===== config.mk =====
export PLATFORM = sky130hd
export DESIGN_NAME = icf_top
export DESIGN_NICKNAME = d
export VERILOG_FILES = /design/src/core/icf_pkg.sv /design/src/core/icf_top.sv
export VERILOG_INCLUDE_DIRS = /design/src /design/src/core
export SDC_FILE = /design/constraint.sdc
export NUM_CORES = 1
export LEC_CHECK = 0
export BUFFER_PORTS_ARGS = -buffer_cell sky130_fd_sc_hd__buf_2
export CORE_UTILIZATION = 43
export CTS_BUF_LIST = sky130_fd_sc_hd__clkbuf_4
export CTS_CLUSTER_DIAMETER = 150
export DETAILED_ROUTE_END_ITERATION = 8
export PLACE_DENSITY = 0.92
export SLEW_MARGIN = 25
export SYNTH_ARGS = -nofsm -noshare
export SYNTH_HDL_FRONTEND = slang
export SYNTH_SLANG_ARGS = --single-unit

===== constraint.sdc =====
create_clock -name clk_sys -period 4.6 [get_ports clk_sys]
set_input_delay 0.23 -clock clk_sys [delete_from_list [all_inputs] [get_ports clk_sys]]
set_output_delay 0.23 -clock clk_sys [all_outputs]
set_load 0.005 [all_outputs]

===== src/core/icf_defs.svh =====
// Constants of the interrupt control and flag block: register indexes, bit positions,
// masks, reset values and bus geometry.
// Assumes inclusion by bare name from any design file that needs these numbers.
`ifndef ICF_DEFS_SVH
`define ICF_DEFS_SVH

// Register indexes; byte address is four times the index.
`define ICF_IDX_W            11
`define ICF_IDX_CONTROL      11'h00b
`define ICF_IDX_FLAGS0       11'h70c
`define ICF_IDX_FLAGS1       11'h70d
`define ICF_IDX_FLAGS2       11'h70e
`define ICF_IDX_FLAGS3       11'h70f
`define ICF_ADDR_W           13

// Control register bit positions and reset value.
`define ICF_BIT_GIE          7
`define ICF_BIT_PERIPH_GROUP_ENABLE         6
`define ICF_BIT_EDGE         0
`define ICF_CONTROL_RESET    8'h01

// Flag register layouts.
`define ICF_BIT_TMR0         5
`define ICF_BIT_CHG          4
`define ICF_BIT_EXT          0
`define ICF_BIT_OSC          7
`define ICF_BIT_CSW          6
`define ICF_BIT_THR          1
`define ICF_BIT_CONV         0
`define ICF_BIT_ZC           6
`define ICF_BIT_CMP0         0
`define ICF_BIT_BCL0         1
`define ICF_BIT_SSP0         0
`define ICF_BIT_TX0          4
`define ICF_BIT_RX0          5
`define ICF_PORT_STRIDE      2

// Writable, hardware-set bits of each flag register.
`define ICF_RW_MASK0         8'h21
`define ICF_RW_MASK1         8'hc3
`define ICF_RW_MASK2         8'h43
`define ICF_RW_MASK3         8'h0f
`define ICF_FLAG_RESET       8'h00
`define ICF_VECTOR           16'h0004
`define ICF_VECTOR_RESET     16'h0000

`endif


===== src/core/icf_pkg.sv =====
// Types shared by the interrupt control and flag block.
// Assumes nothing of its surroundings; constants live in icf_defs.svh.
package icf_pkg;

   // Event and status inputs from the peripheral sources, sampled each clk_sys edge.
   typedef struct packed {
      logic       timer0_overflow;
      logic       change_detect_any;
      logic       ext_pin;
      logic       osc_fail;
      logic       clock_switch_ready;
      logic       converter_threshold;
      logic       converter_done;
      logic       zero_cross;
      logic [1:0] comparator;
      logic [1:0] serial_rx_not_empty;
      logic [1:0] serial_tx_space;
      logic [1:0] bus_collision;
      logic [1:0] sync_serial_done;
   } icf_event_type;

   // Contents of the four peripheral enable registers, kept outside this block.
   typedef struct packed {
      logic [7:0] enable3;
      logic [7:0] enable2;
      logic [7:0] enable1;
      logic [7:0] enable0;
   } icf_enable_type;

   typedef enum logic [0:0] {
      ICF_BUS_IDLE   = 1'b0,
      ICF_BUS_ANSWER = 1'b1
   } icf_bus_state_type;

   typedef enum logic [2:0] {
      ICF_SEL_NONE    = 3'b000,
      ICF_SEL_CONTROL = 3'b001,
      ICF_SEL_FLAGS0  = 3'b010,
      ICF_SEL_FLAGS1  = 3'b011,
      ICF_SEL_FLAGS2  = 3'b100,
      ICF_SEL_FLAGS3  = 3'b101
   } icf_sel_type;

endpackage


===== src/core/icf_top.sv =====
// Interrupt control register and peripheral flag registers 0 to 3, with an Avalon-MM slave.
// Assumes event inputs synchronous to clk_sys and enable registers held elsewhere.
//
// The Avalon-MM interface to the registers was chosen for this implementation.
`timescale 1ns/10ps
`include "icf_defs.svh"

module icf_top (
   input  wire logic                  clk_sys,
   input  wire logic                  sys_rst,
   input  wire logic [12:0]           avs_address,
   input  wire logic                  avs_read,
   input  wire logic                  avs_write,
   input  wire logic [31:0]           avs_writedata,
   input  wire logic [3:0]            avs_byteenable,
   output logic      [31:0]           avs_readdata,
   output logic                       avs_waitrequest,
   input  wire icf_pkg::icf_event_type events,
   input  wire icf_pkg::icf_enable_type enables,
   input  wire logic                  irq_return,
   output logic                       irq_take,
   output logic      [15:0]           irq_vector
);

   // ----------------------------------------------------------------------------
   // Address decode
   // ----------------------------------------------------------------------------

   // Maps a byte address to a register; misaligned or unlisted addresses select nothing.
   function automatic icf_pkg::icf_sel_type decode_sel(input logic [12:0] addr);
      logic [`ICF_IDX_W-1:0] idx;
      idx = addr[12:2];
      decode_sel = icf_pkg::ICF_SEL_NONE;
      if (addr[1:0] == 2'h0) begin
         case (idx)
            `ICF_IDX_CONTROL: decode_sel = icf_pkg::ICF_SEL_CONTROL;
            `ICF_IDX_FLAGS0:  decode_sel = icf_pkg::ICF_SEL_FLAGS0;
            `ICF_IDX_FLAGS1:  decode_sel = icf_pkg::ICF_SEL_FLAGS1;
            `ICF_IDX_FLAGS2:  decode_sel = icf_pkg::ICF_SEL_FLAGS2;
            `ICF_IDX_FLAGS3:  decode_sel = icf_pkg::ICF_SEL_FLAGS3;
            default:          decode_sel = icf_pkg::ICF_SEL_NONE;
         endcase
      end
   endfunction

   // Sticky flag update: a written zero clears a writable bit, a hardware set wins.
   function automatic logic [7:0] flag_next(input logic [7:0] cur, input logic [7:0] set,
                                            input logic wr, input logic [7:0] wdata,
                                            input logic [7:0] mask);
      logic [7:0] clr;
      clr = wr ? (~wdata & mask) : 8'h00;
      flag_next = ((cur & ~clr) | set) & mask;
   endfunction

   // ----------------------------------------------------------------------------
   // State
   // ----------------------------------------------------------------------------

   icf_pkg::icf_bus_state_type bus_state_q, bus_state_d;
   logic [31:0]                readdata_q, readdata_d;
   logic                       wait_q, wait_d;
   logic [7:0]                 control_q, control_d;
   logic [7:0]                 flags0_q, flags0_d;
   logic [7:0]                 flags1_q, flags1_d;
   logic [7:0]                 flags2_q, flags2_d;
   logic [7:0]                 flags3_q, flags3_d;
   logic                       pin_prev_q, pin_prev_d;
   logic                       pin_valid_q, pin_valid_d;
   logic                       take_q, take_d;
   logic [15:0]                vector_q, vector_d;

   logic [7:0]                 set0, set1, set2, set3;
   logic [7:0]                 live3;
   logic [7:0]                 view0, view3;
   logic                       ext_hit;
   logic                       req;
   logic                       commit_wr;
   icf_pkg::icf_sel_type       sel;
   logic [7:0]                 wbyte;
   logic                       pend_core, pend_periph;

   // ----------------------------------------------------------------------------
   // Event sources
   // ----------------------------------------------------------------------------

   // The pin history is ignored for one cycle after reset so a pin that is already
   // high or low at release does not count as an edge.
   assign ext_hit = pin_valid_q & (control_q[`ICF_BIT_EDGE] ?
                    (events.ext_pin & ~pin_prev_q) : (~events.ext_pin & pin_prev_q));

   // Hardware set vectors, independent of every enable bit.
   always_comb begin
      set0 = 8'h00;
      set1 = 8'h00;
      set2 = 8'h00;
      set0[`ICF_BIT_TMR0] = events.timer0_overflow;
      set0[`ICF_BIT_EXT]  = ext_hit;
      set1[`ICF_BIT_OSC]  = events.osc_fail;
      set1[`ICF_BIT_CSW]  = events.clock_switch_ready;
      set1[`ICF_BIT_THR]  = events.converter_threshold;
      set1[`ICF_BIT_CONV] = events.converter_done;
      set2[`ICF_BIT_ZC]   = events.zero_cross;
      set2[`ICF_BIT_CMP0 + 1] = events.comparator[1];
      set2[`ICF_BIT_CMP0] = events.comparator[0];
   end

   // Each serial port contributes the same four bits at a stride of two.
   generate
      for (genvar p = 0; p < 2; p++) begin : g_port
         assign set3[`ICF_BIT_SSP0 + `ICF_PORT_STRIDE*p] = events.sync_serial_done[p];
         assign set3[`ICF_BIT_BCL0 + `ICF_PORT_STRIDE*p] = events.bus_collision[p];
         assign set3[`ICF_BIT_TX0 + `ICF_PORT_STRIDE*p]  = 1'b0;
         assign set3[`ICF_BIT_RX0 + `ICF_PORT_STRIDE*p]  = 1'b0;
         assign live3[`ICF_BIT_SSP0 + `ICF_PORT_STRIDE*p] = 1'b0;
         assign live3[`ICF_BIT_BCL0 + `ICF_PORT_STRIDE*p] = 1'b0;
         assign live3[`ICF_BIT_TX0 + `ICF_PORT_STRIDE*p]  = events.serial_tx_space[p];
         assign live3[`ICF_BIT_RX0 + `ICF_PORT_STRIDE*p]  = events.serial_rx_not_empty[p];
      end
   endgenerate

   // Read views merge stored flags with live, read-only status bits.
   always_comb begin
      view0 = flags0_q;
      view0[`ICF_BIT_CHG] = events.change_detect_any;
      view3 = flags3_q | live3;
   end

   // ----------------------------------------------------------------------------
   // Avalon-MM slave
   // ----------------------------------------------------------------------------

   // A request is seen in idle, answered with waitrequest low one cycle later; the
   // write lands at that completing edge, where the master also takes read data.
   assign req       = avs_read | avs_write;
   assign sel       = decode_sel(avs_address);
   assign commit_wr = (bus_state_q == icf_pkg::ICF_BUS_ANSWER) & avs_write & avs_byteenable[0];
   assign wbyte     = avs_writedata[7:0];

   always_comb begin
      bus_state_d = bus_state_q;
      wait_d      = 1'b1;
      readdata_d  = readdata_q;
      case (bus_state_q)
         icf_pkg::ICF_BUS_IDLE: begin
            if (req) begin
               bus_state_d = icf_pkg::ICF_BUS_ANSWER;
               wait_d      = 1'b0;
               readdata_d  = 32'h0000_0000;
               case (sel)
                  icf_pkg::ICF_SEL_CONTROL: readdata_d[7:0] = control_q;
                  icf_pkg::ICF_SEL_FLAGS0:  readdata_d[7:0] = view0;
                  icf_pkg::ICF_SEL_FLAGS1:  readdata_d[7:0] = flags1_q;
                  icf_pkg::ICF_SEL_FLAGS2:  readdata_d[7:0] = flags2_q;
                  icf_pkg::ICF_SEL_FLAGS3:  readdata_d[7:0] = view3;
                  default:                  readdata_d[7:0] = 8'h00;
               endcase
            end
         end
         icf_pkg::ICF_BUS_ANSWER: begin
            bus_state_d = icf_pkg::ICF_BUS_IDLE;
         end
         default: begin
            bus_state_d = icf_pkg::ICF_BUS_IDLE;
         end
      endcase
   end

   // ----------------------------------------------------------------------------
   // Registers and interrupt take
   // ----------------------------------------------------------------------------

   // Peripheral-register enables pass only under the group enable; register 0 does not
   // need it. The take pulse clears the global enable and is itself the vector fetch.
   always_comb begin
      pend_core   = |(view0 & enables.enable0);
      pend_periph = control_q[`ICF_BIT_PERIPH_GROUP_ENABLE] & (|(flags1_q & enables.enable1) |
                    |(flags2_q & enables.enable2) | |(view3 & enables.enable3));
      take_d      = control_q[`ICF_BIT_GIE] & ~take_q & (pend_core | pend_periph);
      vector_d    = take_d ? `ICF_VECTOR : vector_q;

      control_d = control_q;
      if (commit_wr && sel == icf_pkg::ICF_SEL_CONTROL) begin
         control_d[`ICF_BIT_GIE]  = wbyte[`ICF_BIT_GIE];
         control_d[`ICF_BIT_PERIPH_GROUP_ENABLE] = wbyte[`ICF_BIT_PERIPH_GROUP_ENABLE];
         control_d[`ICF_BIT_EDGE] = wbyte[`ICF_BIT_EDGE];
      end
      if (irq_return) begin
         control_d[`ICF_BIT_GIE] = 1'b1;
      end
      if (take_d) begin
         control_d[`ICF_BIT_GIE] = 1'b0;
      end

      flags0_d = flag_next(flags0_q, set0, commit_wr && sel == icf_pkg::ICF_SEL_FLAGS0,
                           wbyte, `ICF_RW_MASK0);
      flags1_d = flag_next(flags1_q, set1, commit_wr && sel == icf_pkg::ICF_SEL_FLAGS1,
                           wbyte, `ICF_RW_MASK1);
      flags2_d = flag_next(flags2_q, set2, commit_wr && sel == icf_pkg::ICF_SEL_FLAGS2,
                           wbyte, `ICF_RW_MASK2);
      flags3_d = flag_next(flags3_q, set3, commit_wr && sel == icf_pkg::ICF_SEL_FLAGS3,
                           wbyte, `ICF_RW_MASK3);

      pin_prev_d  = events.ext_pin;
      pin_valid_d = 1'b1;
   end

   always_ff @(posedge clk_sys) begin
      if (sys_rst) begin
         bus_state_q <= icf_pkg::ICF_BUS_IDLE;
         wait_q      <= 1'b1;
         readdata_q  <= 32'h0000_0000;
         control_q   <= `ICF_CONTROL_RESET;
         flags0_q    <= `ICF_FLAG_RESET;
         flags1_q    <= `ICF_FLAG_RESET;
         flags2_q    <= `ICF_FLAG_RESET;
         flags3_q    <= `ICF_FLAG_RESET;
         pin_prev_q  <= 1'b0;
         pin_valid_q <= 1'b0;
         take_q      <= 1'b0;
         vector_q    <= `ICF_VECTOR_RESET;
      end else begin
         bus_state_q <= bus_state_d;
         wait_q      <= wait_d;
         readdata_q  <= readdata_d;
         control_q   <= control_d;
         flags0_q    <= flags0_d;
         flags1_q    <= flags1_d;
         flags2_q    <= flags2_d;
         flags3_q    <= flags3_d;
         pin_prev_q  <= pin_prev_d;
         pin_valid_q <= pin_valid_d;
         take_q      <= take_d;
         vector_q    <= vector_d;
      end
   end

   assign avs_readdata    = readdata_q;
   assign avs_waitrequest = wait_q;
   assign irq_take        = take_q;
   assign irq_vector      = vector_q;
endmodule


# --- After elaboration in Yosys (flattened, before gate mapping) ---
# Cells that the tools add are included.
word_totals:
  reg_bits: 34
  elab_cells: 86
  inputBits: 104
  out_inout_bits: 50
op_classes:
  bitwise_logic: 34
  n_reduce_logical: 14
  mux: 14
  eq_ne: 10
op_table:
  columns: ["operator", "n"]
  rows:
  - ["11-bit == test, second input constant", 4]
  - ["8-bit case mux with 5 select lines", 1]
  - ["8-bit OR reduction", 4]
  - ["8-bit AND", 3]
  - ["8-bit NOT", 2]
  - ["3-bit case mux with 5 select lines", 1]
  - ["11-bit by 4-bit == test with 1-bit output, second input constant", 1]
  - ["1-bit AND", 8]
  - ["6-bit by 8-bit AND with 8-bit output", 1]
  - ["7-bit by 8-bit AND with 8-bit output", 1]
  - ["8-bit two-way mux", 1]
  - ["4-bit by 8-bit bitwise OR with 8-bit output", 1]
  - ["8-bit bitwise OR", 1]
  - ["7-bit AND", 1]
  - ["7-bit two-way mux", 1]
  - ["7-bit NOT", 1]
  - ["7-bit bitwise OR", 1]
  - ["6-bit AND", 1]
  - ["3-bit by 2-bit == test with 1-bit output, second input constant", 2]
  - ["3-bit == test, second input constant", 2]
  - ["6-bit two-way mux", 1]
  - ["6-bit NOT", 1]
  - ["6-bit bitwise OR", 1]
  - ["1-bit logical AND", 5]
  - ["other kinds (15)", 26]

# --- Longest topological paths before layout ---
# Gate-level depths: netlist of run 1.
depth:
  ltp_word: 9
  ltp_mapped: 6
  depth_no_buf: 5

# --- Worst setup path after synthesis of run 1 ---
# No wires, ideal clock.
synth_timing:
  path_type: "input to register"
  startpoint: "input avs_address[7]"
  endpoint: "register control_q[7]"
  setup_time_ns: 0.130
  cell_stages: 6
  arrival_time_ns: 1.509
  path_buffers: 1
  required_time_ns: 4.470
  slack_ns: 2.962
  cell_sequence: "nor4_4 > nand2_2 > or4_1 > buf_2 > nor3_1 > a2111oi_2"
synth_between:
  elab_chain_cells: 6
  elab_cells_between_ends: 10
  classes_between: "eq/ne (6); mux (2); reduce/logical (2)"
synth_lines:
  columns: ["item", "line_no", "rtl"]
  rows:
  - ["from (decl)", "icf_top.sv:11", "input wire logic [12:0] avs_address,"]
  - ["11-bit == test / 11-bit by 4-bit == test with 1-bit output (equally long branches)", "icf_top.sv:35", "case (idx)"]
  - ["3-bit case mux with 5 select lines (*)", "icf_top.sv:35", null]
  - ["3-bit two-way mux (*)", "icf_top.sv:34", "if (addr[1:0] == 2'h0) begin"]
  - ["3-bit by 1-bit == test with 1-bit output (*)", "icf_top.sv:182", "if (commit_wr && sel == icf_pkg::ICF_SEL_CONTROL) begin"]
  - ["1-bit logical AND (*)", "icf_top.sv:182", null]
  - ["2-bit nonzero test (no source line) (*)", null, null]
  - ["to (signal assigned)", "icf_top.sv:212", "control_q <= `ICF_CONTROL_RESET;"]
  - ["to (signal assigned)", "icf_top.sv:225", "control_q <= control_d;"]
  - ["to (decl)", "icf_top.sv:62", "logic [7:0] control_q, control_d;"]
# Mark *: on every way between the ends. The rest lies on a longest branch, timed or not.
# A chain may end at the register's enable or synchronous reset.

# --- Worst setup path after layout of run 1 ---
layout_timing:
  startpoint: "register bus_state_q"
  endpoint: "register readdata_q[0] (netlist: avs_readdata[0])"
layout_between:
  elab_chain_cells: 2
layout_lines:
  columns: ["item", "line_no", "rtl"]
  rows:
  - ["from (decl)", "icf_top.sv:59", "icf_pkg::icf_bus_state_type bus_state_q, bus_state_d;"]
  - ["from (signal assigned)", "icf_top.sv:209", "bus_state_q <= icf_pkg::ICF_BUS_IDLE;"]
  - ["from (signal assigned)", "icf_top.sv:222", "bus_state_q <= bus_state_d;"]
  - ["1-bit NOT", null, null]
  - ["2-bit AND reduction (no source line)", null, null]
  - ["to (signal assigned)", "icf_top.sv:224", "readdata_q <= readdata_d;"]
  - ["to (decl)", "icf_top.sv:60", "logic [31:0] readdata_q, readdata_d;"]
# No other way between the ends.

==> impl_metrics.env, run 1 <==
export IMPL_status="completed"
export IMPL_synth_area_sq_um=1810
export IMPL_cts_tree="yes"
export IMPL_synth_top_area_cell="dfxtp_1"
export IMPL_grt_pass1_wl_microns=6990
export IMPL_holdCritPathClass="in2reg"
export IMPL_synth_edff_count=0
export IMPL_synth_top_cell_area_share_pct=33.1
export IMPL_cts_sinks=30
export IMPL_vias=1781
export IMPL_cap_violations=0
export IMPL_worst_hold_path_endpoint="flags0_q[5]$_SDFF_PP0_"
export IMPL_clock_path_buffers=2
export IMPL_ant_nets=0
export IMPL_grt_use_met1_pct=25.4
export IMPL_htreeDepth=2
export IMPL_placedCellCount=341
export IMPL_drcViolationCount=0
export IMPL_synthTopCellsByCount="39 x buf_4, 34 x nor2_1, 30 x dfxtp_1"
export IMPL_reg2reg_depth=5
export IMPL_ys_types=40
export IMPL_cts_root_buffer="clkbuf_4"
export IMPL_synth_seq_cells=30
export IMPL_dp_final_hpwl_microns=3630
export IMPL_hold_start="events[17]"
export IMPL_final_nets=402
export IMPL_cts_inserted_buffers=5
export IMPL_synth_xor_area_share_pct=0
export IMPL_synth_most_common_cell="buf_4"
export IMPL_gp_congestion=0.931
export IMPL_grt_setup_unrepaired="false"
export IMPL_grt_use_met2_pct=35.6
export IMPL_insertedDiodeCount=0
export IMPL_drive_above_1_share_pct=28.2
export IMPL_grt_use_total_pct=21.1
export IMPL_clk_pin_slew_ns=0.09
export IMPL_slew_viol_final=0
export IMPL_rows=23
export IMPL_p_per_area_nw_per_um2=248
export IMPL_syn_inst=226
export IMPL_synth_top_family_by_area="simple AND/OR/NAND/NOR gates"
export IMPL_ys_flop_type="dfxtp_1"
export IMPL_synth_compound_area_share_pct=19.4
export IMPL_grt_pass1_vias=1581
export IMPL_endpoint_kind="flop"
export IMPL_drt_pass1_iter_count=4
export IMPL_fmax_ghz=0.538
export IMPL_finClkSkew_ns=0.00536
export IMPL_grt_remaining_overflow=0
export IMPL_synthTopCellsByArea="dfxtp_1 33%, buf_4 16%, nor2_1 7.0%"
export IMPL_avgRoutedWirePerCell_microns=12.7
export IMPL_die_x_microns=67.0
export IMPL_p_leak_uw=0.00102
export IMPL_core_region_area_sq_um=4030
export IMPL_use_met3_pct=4.79
export IMPL_holdBufCountCts=0
export IMPL_synth_adder_area_share_pct=0
export IMPL_avgSynthCellArea_sq_um=8.03
export IMPL_reg2reg_from="bus_state_q$_SDFF_PP0_"
export IMPL_fin_cells=348
export IMPL_cp_slowest_cell="a2111o_1"
export IMPL_fin_crit_sh_pct=40.4
export IMPL_reg2reg_to="avs_readdata[0]$_SDFFE_PP0P_"
export IMPL_grt_max_degree=24
export IMPL_hold_violations=0
export IMPL_clkLatencyLatePin_ns=0.32
export IMPL_cp_num_buf_inv=0
export IMPL_cpPeakStageDelay_ns=0.38
export IMPL_worstPathArrival_ns=2.13
export IMPL_drt_wl_total_microns=4430
export IMPL_slew_headroom_pct=47.0
export IMPL_path_max_fanout=12
export IMPL_seq_area_sq_um=601
export IMPL_vdd_ir_drop_max_mv=0.159
export IMPL_grt_busiest_layer="met2"
export IMPL_multiInputGateArea_sq_um=1020
export IMPL_via_per_inst=5.12
export IMPL_drt_initial_drc_count=66
export IMPL_start_kind="flop"
export IMPL_area_growth_pct=16.6
export IMPL_crit_type="reg2reg"
export IMPL_holdPathStages=3
export IMPL_cts_resized=0
export IMPL_finalSetupViolCount=0
export IMPL_port_buffers=72
export IMPL_ys_warn_count=0
export IMPL_fillers=403
export IMPL_path_cells="o21bai_1 > nand2b_1 > or3_1 > a2111o_1 > nand3_1"
export IMPL_ys_seq_area_share_pct=33.1
export IMPL_tns_ns=0
export IMPL_synth_simple_gate_area_share_pct=24.8
export IMPL_initial_core_util_pct=45.0
export IMPL_cp_data_required_time_ns=4.87
export IMPL_critPathTopFamily="simple AND/OR/NAND/NOR gates"
export IMPL_dieHeight_microns=67.0
export IMPL_die_area_sq_um=4480
export IMPL_antenna_found_initial=0
export IMPL_worstMarginPinSlew_ns=0.794
export IMPL_yosys_mux_area_fraction_pct=3.86
export IMPL_fin_crit_ns=1.86
export IMPL_utilization_pct=52.5
export IMPL_cts_setup_buffers=0
export IMPL_reg2reg_slack_ns=2.74
export IMPL_async_reset_ff_share_pct=0
export IMPL_pin_count=154
## how the worst max path moves through the flow
stage,start,cells past startpoint,endpoint
after floorplan,avs_address[7],6,control_q[7]$_SDFFE_PP0P_
after global placement,avs_address[3],6,control_q[7]$_SDFFE_PP0P_
after detailed placement,avs_address[3],6,control_q[7]$_SDFFE_PP0P_
after CTS,bus_state_q$_SDFF_PP0_,5,avs_readdata[0]$_SDFFE_PP0P_
after global routing,bus_state_q$_SDFF_PP0_,5,avs_readdata[0]$_SDFFE_PP0P_
final,bus_state_q$_SDFF_PP0_,5,avs_readdata[0]$_SDFFE_PP0P_
## logic make-up (layout without fill, tap and decap cells)
kind of cell	count (synthesis)	in the layout
AO/OA/AOI/OAI	48	48
buffers and inverters	50	84
flip-flops	30	30
multiplexers	7	7
other	1	39
AND/OR/NAND/NOR	90	90
## area by class of cell
class,count,share of cell area (%)
Multi-Input combinational cell,184,48.2
Sequential cell,30,28.4
Timing Repair Buffer,72,17.0
Tap cell,50,2.96
Clock buffer,7,2.49
Inverter,5,0.888
## worst reg2reg max path, cell delays in order, from the launching register on
cell and delay [ns]:
dfxtp_1 0.33, o21bai_1 0.35, nand2b_1 0.33, or3_1 0.34, a2111o_1 0.38, nand3_1 0.08
## flip-flops by register name (all words and copies together) (netlist names), 2 cells and up
signal,count
control_q,3
flags1_q,4
avs_readdata,8
flags0_q,2
flags3_q,4
flags2_q,3
## layout by cell type, fill, tap and decap left out, drive strengths merged, types with 2 or more instances in the layout
cell type	instances
a22oi	9
nor2	34
nor4	3
a2111oi	2
mux2i	7
nand2b	2
a311oi	3
a222oi	3
dfxtp	30
nand4	3
nand2	21
nor3	7
inv	5
clkbuf	7
nand3	8
conb	39
buf	72
o21ai	8
nor2b	2
a211oi	8
and2	3
or4	2
a21oi	8
## per-layer routing
metal  up-vias  wire length, microns  share of wire [%]
met5         -                     0                  0
met4         0                    89                2.0
met3        10                   360                8.1
met2        94                  2110                 48
met1       800                  1870                 42
li1        877                     -                  -
## per-stage QoR
stage | total power (uW) | hold slack, ns | instance area [sq um] | setup WS [ns]
finish | 524 | 0.138 | 2110 | 2.74
global route | 555 | 0.134 | 2110 | 2.65
detailed placement | 376 | 0.445 | 2060 | 2.47
global placement | 374 | 0.438 | 2060 | 2.54
floorplan | 353 | 0.299 | 1960 | 2.96
CTS | 527 | 0.133 | 2110 | 2.76
## power breakdown
part / switching, uW / internal (uW) / leakage, uW
Clock: 83.5 / 69.3 / 0.0000322
Combinational: 50.6 / 38.8 / 0.000744
Sequential: 9.66 / 272 / 0.000248
Total: 144 / 380 / 0.00102
Power figures use the tool's default switching activity.
==> run 2: changes to the inputs <==
--- a/config.mk
+++ b/config.mk
@@ -7,11 +7,11 @@
 export NUM_CORES = 1
 export LEC_CHECK = 0
 export BUFFER_PORTS_ARGS = -buffer_cell sky130_fd_sc_hd__buf_2
-export CORE_UTILIZATION = 43
+export CORE_UTILIZATION = 36
 export CTS_BUF_LIST = sky130_fd_sc_hd__clkbuf_4
 export CTS_CLUSTER_DIAMETER = 150
 export DETAILED_ROUTE_END_ITERATION = 8
-export PLACE_DENSITY = 0.92
+export PLACE_DENSITY = 0.82
 export SLEW_MARGIN = 25
 export SYNTH_ARGS = -nofsm -noshare
 export SYNTH_HDL_FRONTEND = slang
==> constraint.sdc (replaced) <==
create_clock -name clk_sys -period 1.7 [get_ports clk_sys]
set_input_delay 0.085 -clock clk_sys [delete_from_list [all_inputs] [get_ports clk_sys]]
set_output_delay 0.085 -clock clk_sys [all_outputs]
set_load 0.005 [all_outputs]
==> run 2 against run 1 <==
  * The flow now finishes with violations (hold timing)
  * Count of clock-buffer cells in the layout unchanged
  * Die area up 19%
  * Fmax up 17%
  * Critical path depth down 2
  * Hold slack worse by 0.14 ns
  * Sequential share of layout area down 1.5 points
  * Non-clock buffer count up 13
  * Flip-flop and latch count unchanged
  * Critical path type unchanged
  * Largest cell class unchanged
==> impl_metrics.env, run 2 (synthesis results as in run 1) <==
export IMPL_power_total_uw=1430
export IMPL_drt_initial_drc_count=79
export IMPL_layout_commonest_cell="buf_2"
export IMPL_pin_count=154
export IMPL_path_max_fanout=4
export IMPL_crit_type="reg2reg"
export IMPL_grt_setup_unrepaired="false"
export IMPL_final_cell_mix="72 x buf_2, 39 x conb_1, 34 x nor2_1"
export IMPL_cts_inserted_buffers=5
export IMPL_largest_reg_flops=8
export IMPL_fmax_ghz=0.631
export IMPL_p_leak_uw=0.00109
export IMPL_dp_final_hpwl_microns=3840
export IMPL_worst_hold_slack_ns=-0.00211
export IMPL_place_area_sq_um=2180
export IMPL_hold_violations=1
export IMPL_fin_crit_ns=1.58
export IMPL_port_buffers=72
export IMPL_start_kind="flop"
export IMPL_grt_max_degree=23
export IMPL_violations="hold timing"
export IMPL_clkLatencyLatePin_ns=0.32
export IMPL_tns_ns=0
export IMPL_fillers=490
export IMPL_drt_wl_total_microns=4740
export IMPL_grt_pass1_wl_microns=7510
export IMPL_status="finished, violations left"
export IMPL_insertedDiodeCount=0
export IMPL_via_per_inst=4.96
export IMPL_clk_pin_slew_ns=0.08
export IMPL_cts_sinks=30
export IMPL_ant_nets=0
export IMPL_avgRoutedWirePerCell_microns=12.5
export IMPL_grt_use_met2_pct=31.5
export IMPL_drcViolationCount=0
export IMPL_finClkSkew_ns=0.00407
export IMPL_drive_above_1_share_pct=31.2
export IMPL_holdCritPathClass="in2reg"
export IMPL_grt_use_met1_pct=23.1
export IMPL_antenna_found_initial=0
export IMPL_dieHeight_microns=73.0
export IMPL_grt_pass1_vias=1605
export IMPL_grt_busiest_layer="met2"
export IMPL_gp_congestion=0.983
export IMPL_vdd_ir_drop_max_mv=0.483
export IMPL_use_met3_pct=4.56
export IMPL_drt_pass1_iter_count=5
export IMPL_cp_data_required_time_ns=1.92
export IMPL_grt_use_total_pct=18.6
export IMPL_cap_violations=0
export IMPL_cts_setup_buffers=0
export IMPL_vias=1875
export IMPL_holdBufCountCts=0
export IMPL_area_growth_pct=23.1
export IMPL_worstPathArrival_ns=1.81
export IMPL_pre_cts_ws_ns=0.0167
export IMPL_p_per_area_nw_per_um2=641
export IMPL_endpoint_kind="flop"
export IMPL_initial_core_util_pct=37.9
export IMPL_cts_tree="yes"
export IMPL_final_cell_area_sq_um=2230
export IMPL_grt_remaining_overflow=0
export IMPL_fin_crit_sh_pct=93.2
export IMPL_cts_root_buffer="clkbuf_4"
export IMPL_rows=25
export IMPL_final_nets=415
export IMPL_clock_path_buffers=2
export IMPL_die_area_sq_um=5330
export IMPL_die_x_microns=73.0
export IMPL_slew_viol_final=0
export IMPL_finalSetupViolCount=0
export IMPL_core_region_area_sq_um=4790
export IMPL_htreeDepth=2
export IMPL_layout_setup_ws_ns=0.116
[run 2: power breakdown]
group | internal, uW | switching, uW | total (uW)
clock | 187 | 222 | 410
sequential | 735 | 25.9 | 761
combinational | 118 | 142 | 260
[run 2: layer usage]
layer,wire [microns],vias to the layer above
met5,0,-
met4,106,0
met3,409,14
met2,2240,122
met1,1990,836
li1,-,903
[run 2: what timing repair did]
action                                  4_1_cts  5_1_grt
endpoints found under the setup margin        0        1
endpoints found under the hold margin         0        0
gates resized for setup                       0        1
[run 2: final timing paths]
path                                 from                      endpoint  slack (ns)  cells after the start
max                bus_state_q$_SDFF_PP0_     control_q[7]$_SDFFE_PP0P_        0.12                      3
min                            events[17]        flags0_q[5]$_SDFF_PP0_      -0.002                      3
max reg2reg        bus_state_q$_SDFF_PP0_     control_q[7]$_SDFFE_PP0P_        0.12                      3
min reg2reg  avs_readdata[7]$_SDFFE_PP0P_  avs_readdata[7]$_SDFFE_PP0P_        0.46                      2
[run 2: final cells by class]
type / count / area [sq um] / share of cell area, %
inverters: 5 / 18.8 / 0.840
well taps: 67 / 83.8 / 3.75
clock buffers: 7 / 52.6 / 2.35
multi-input cells: 184 / 1020 / 45.7
flip-flops and latches: 30 / 601 / 26.9
repair buffers: 85 / 458 / 20.5
[run 2: per-stage QoR]
step                      util [%]  std cells
after floorplan                  -        264
after global placement        45.6        371
after detailed placement      45.6        371
after CTS                     46.7        378
after global routing          46.7        378
final                         46.7        378
[run 2: worst max-delay path, stage by stage, from the launching register on]
cell       delay [ns]
dfxtp_1          0.35
nand3_1          0.13
or4_1            0.67
a2111oi_2        0.33
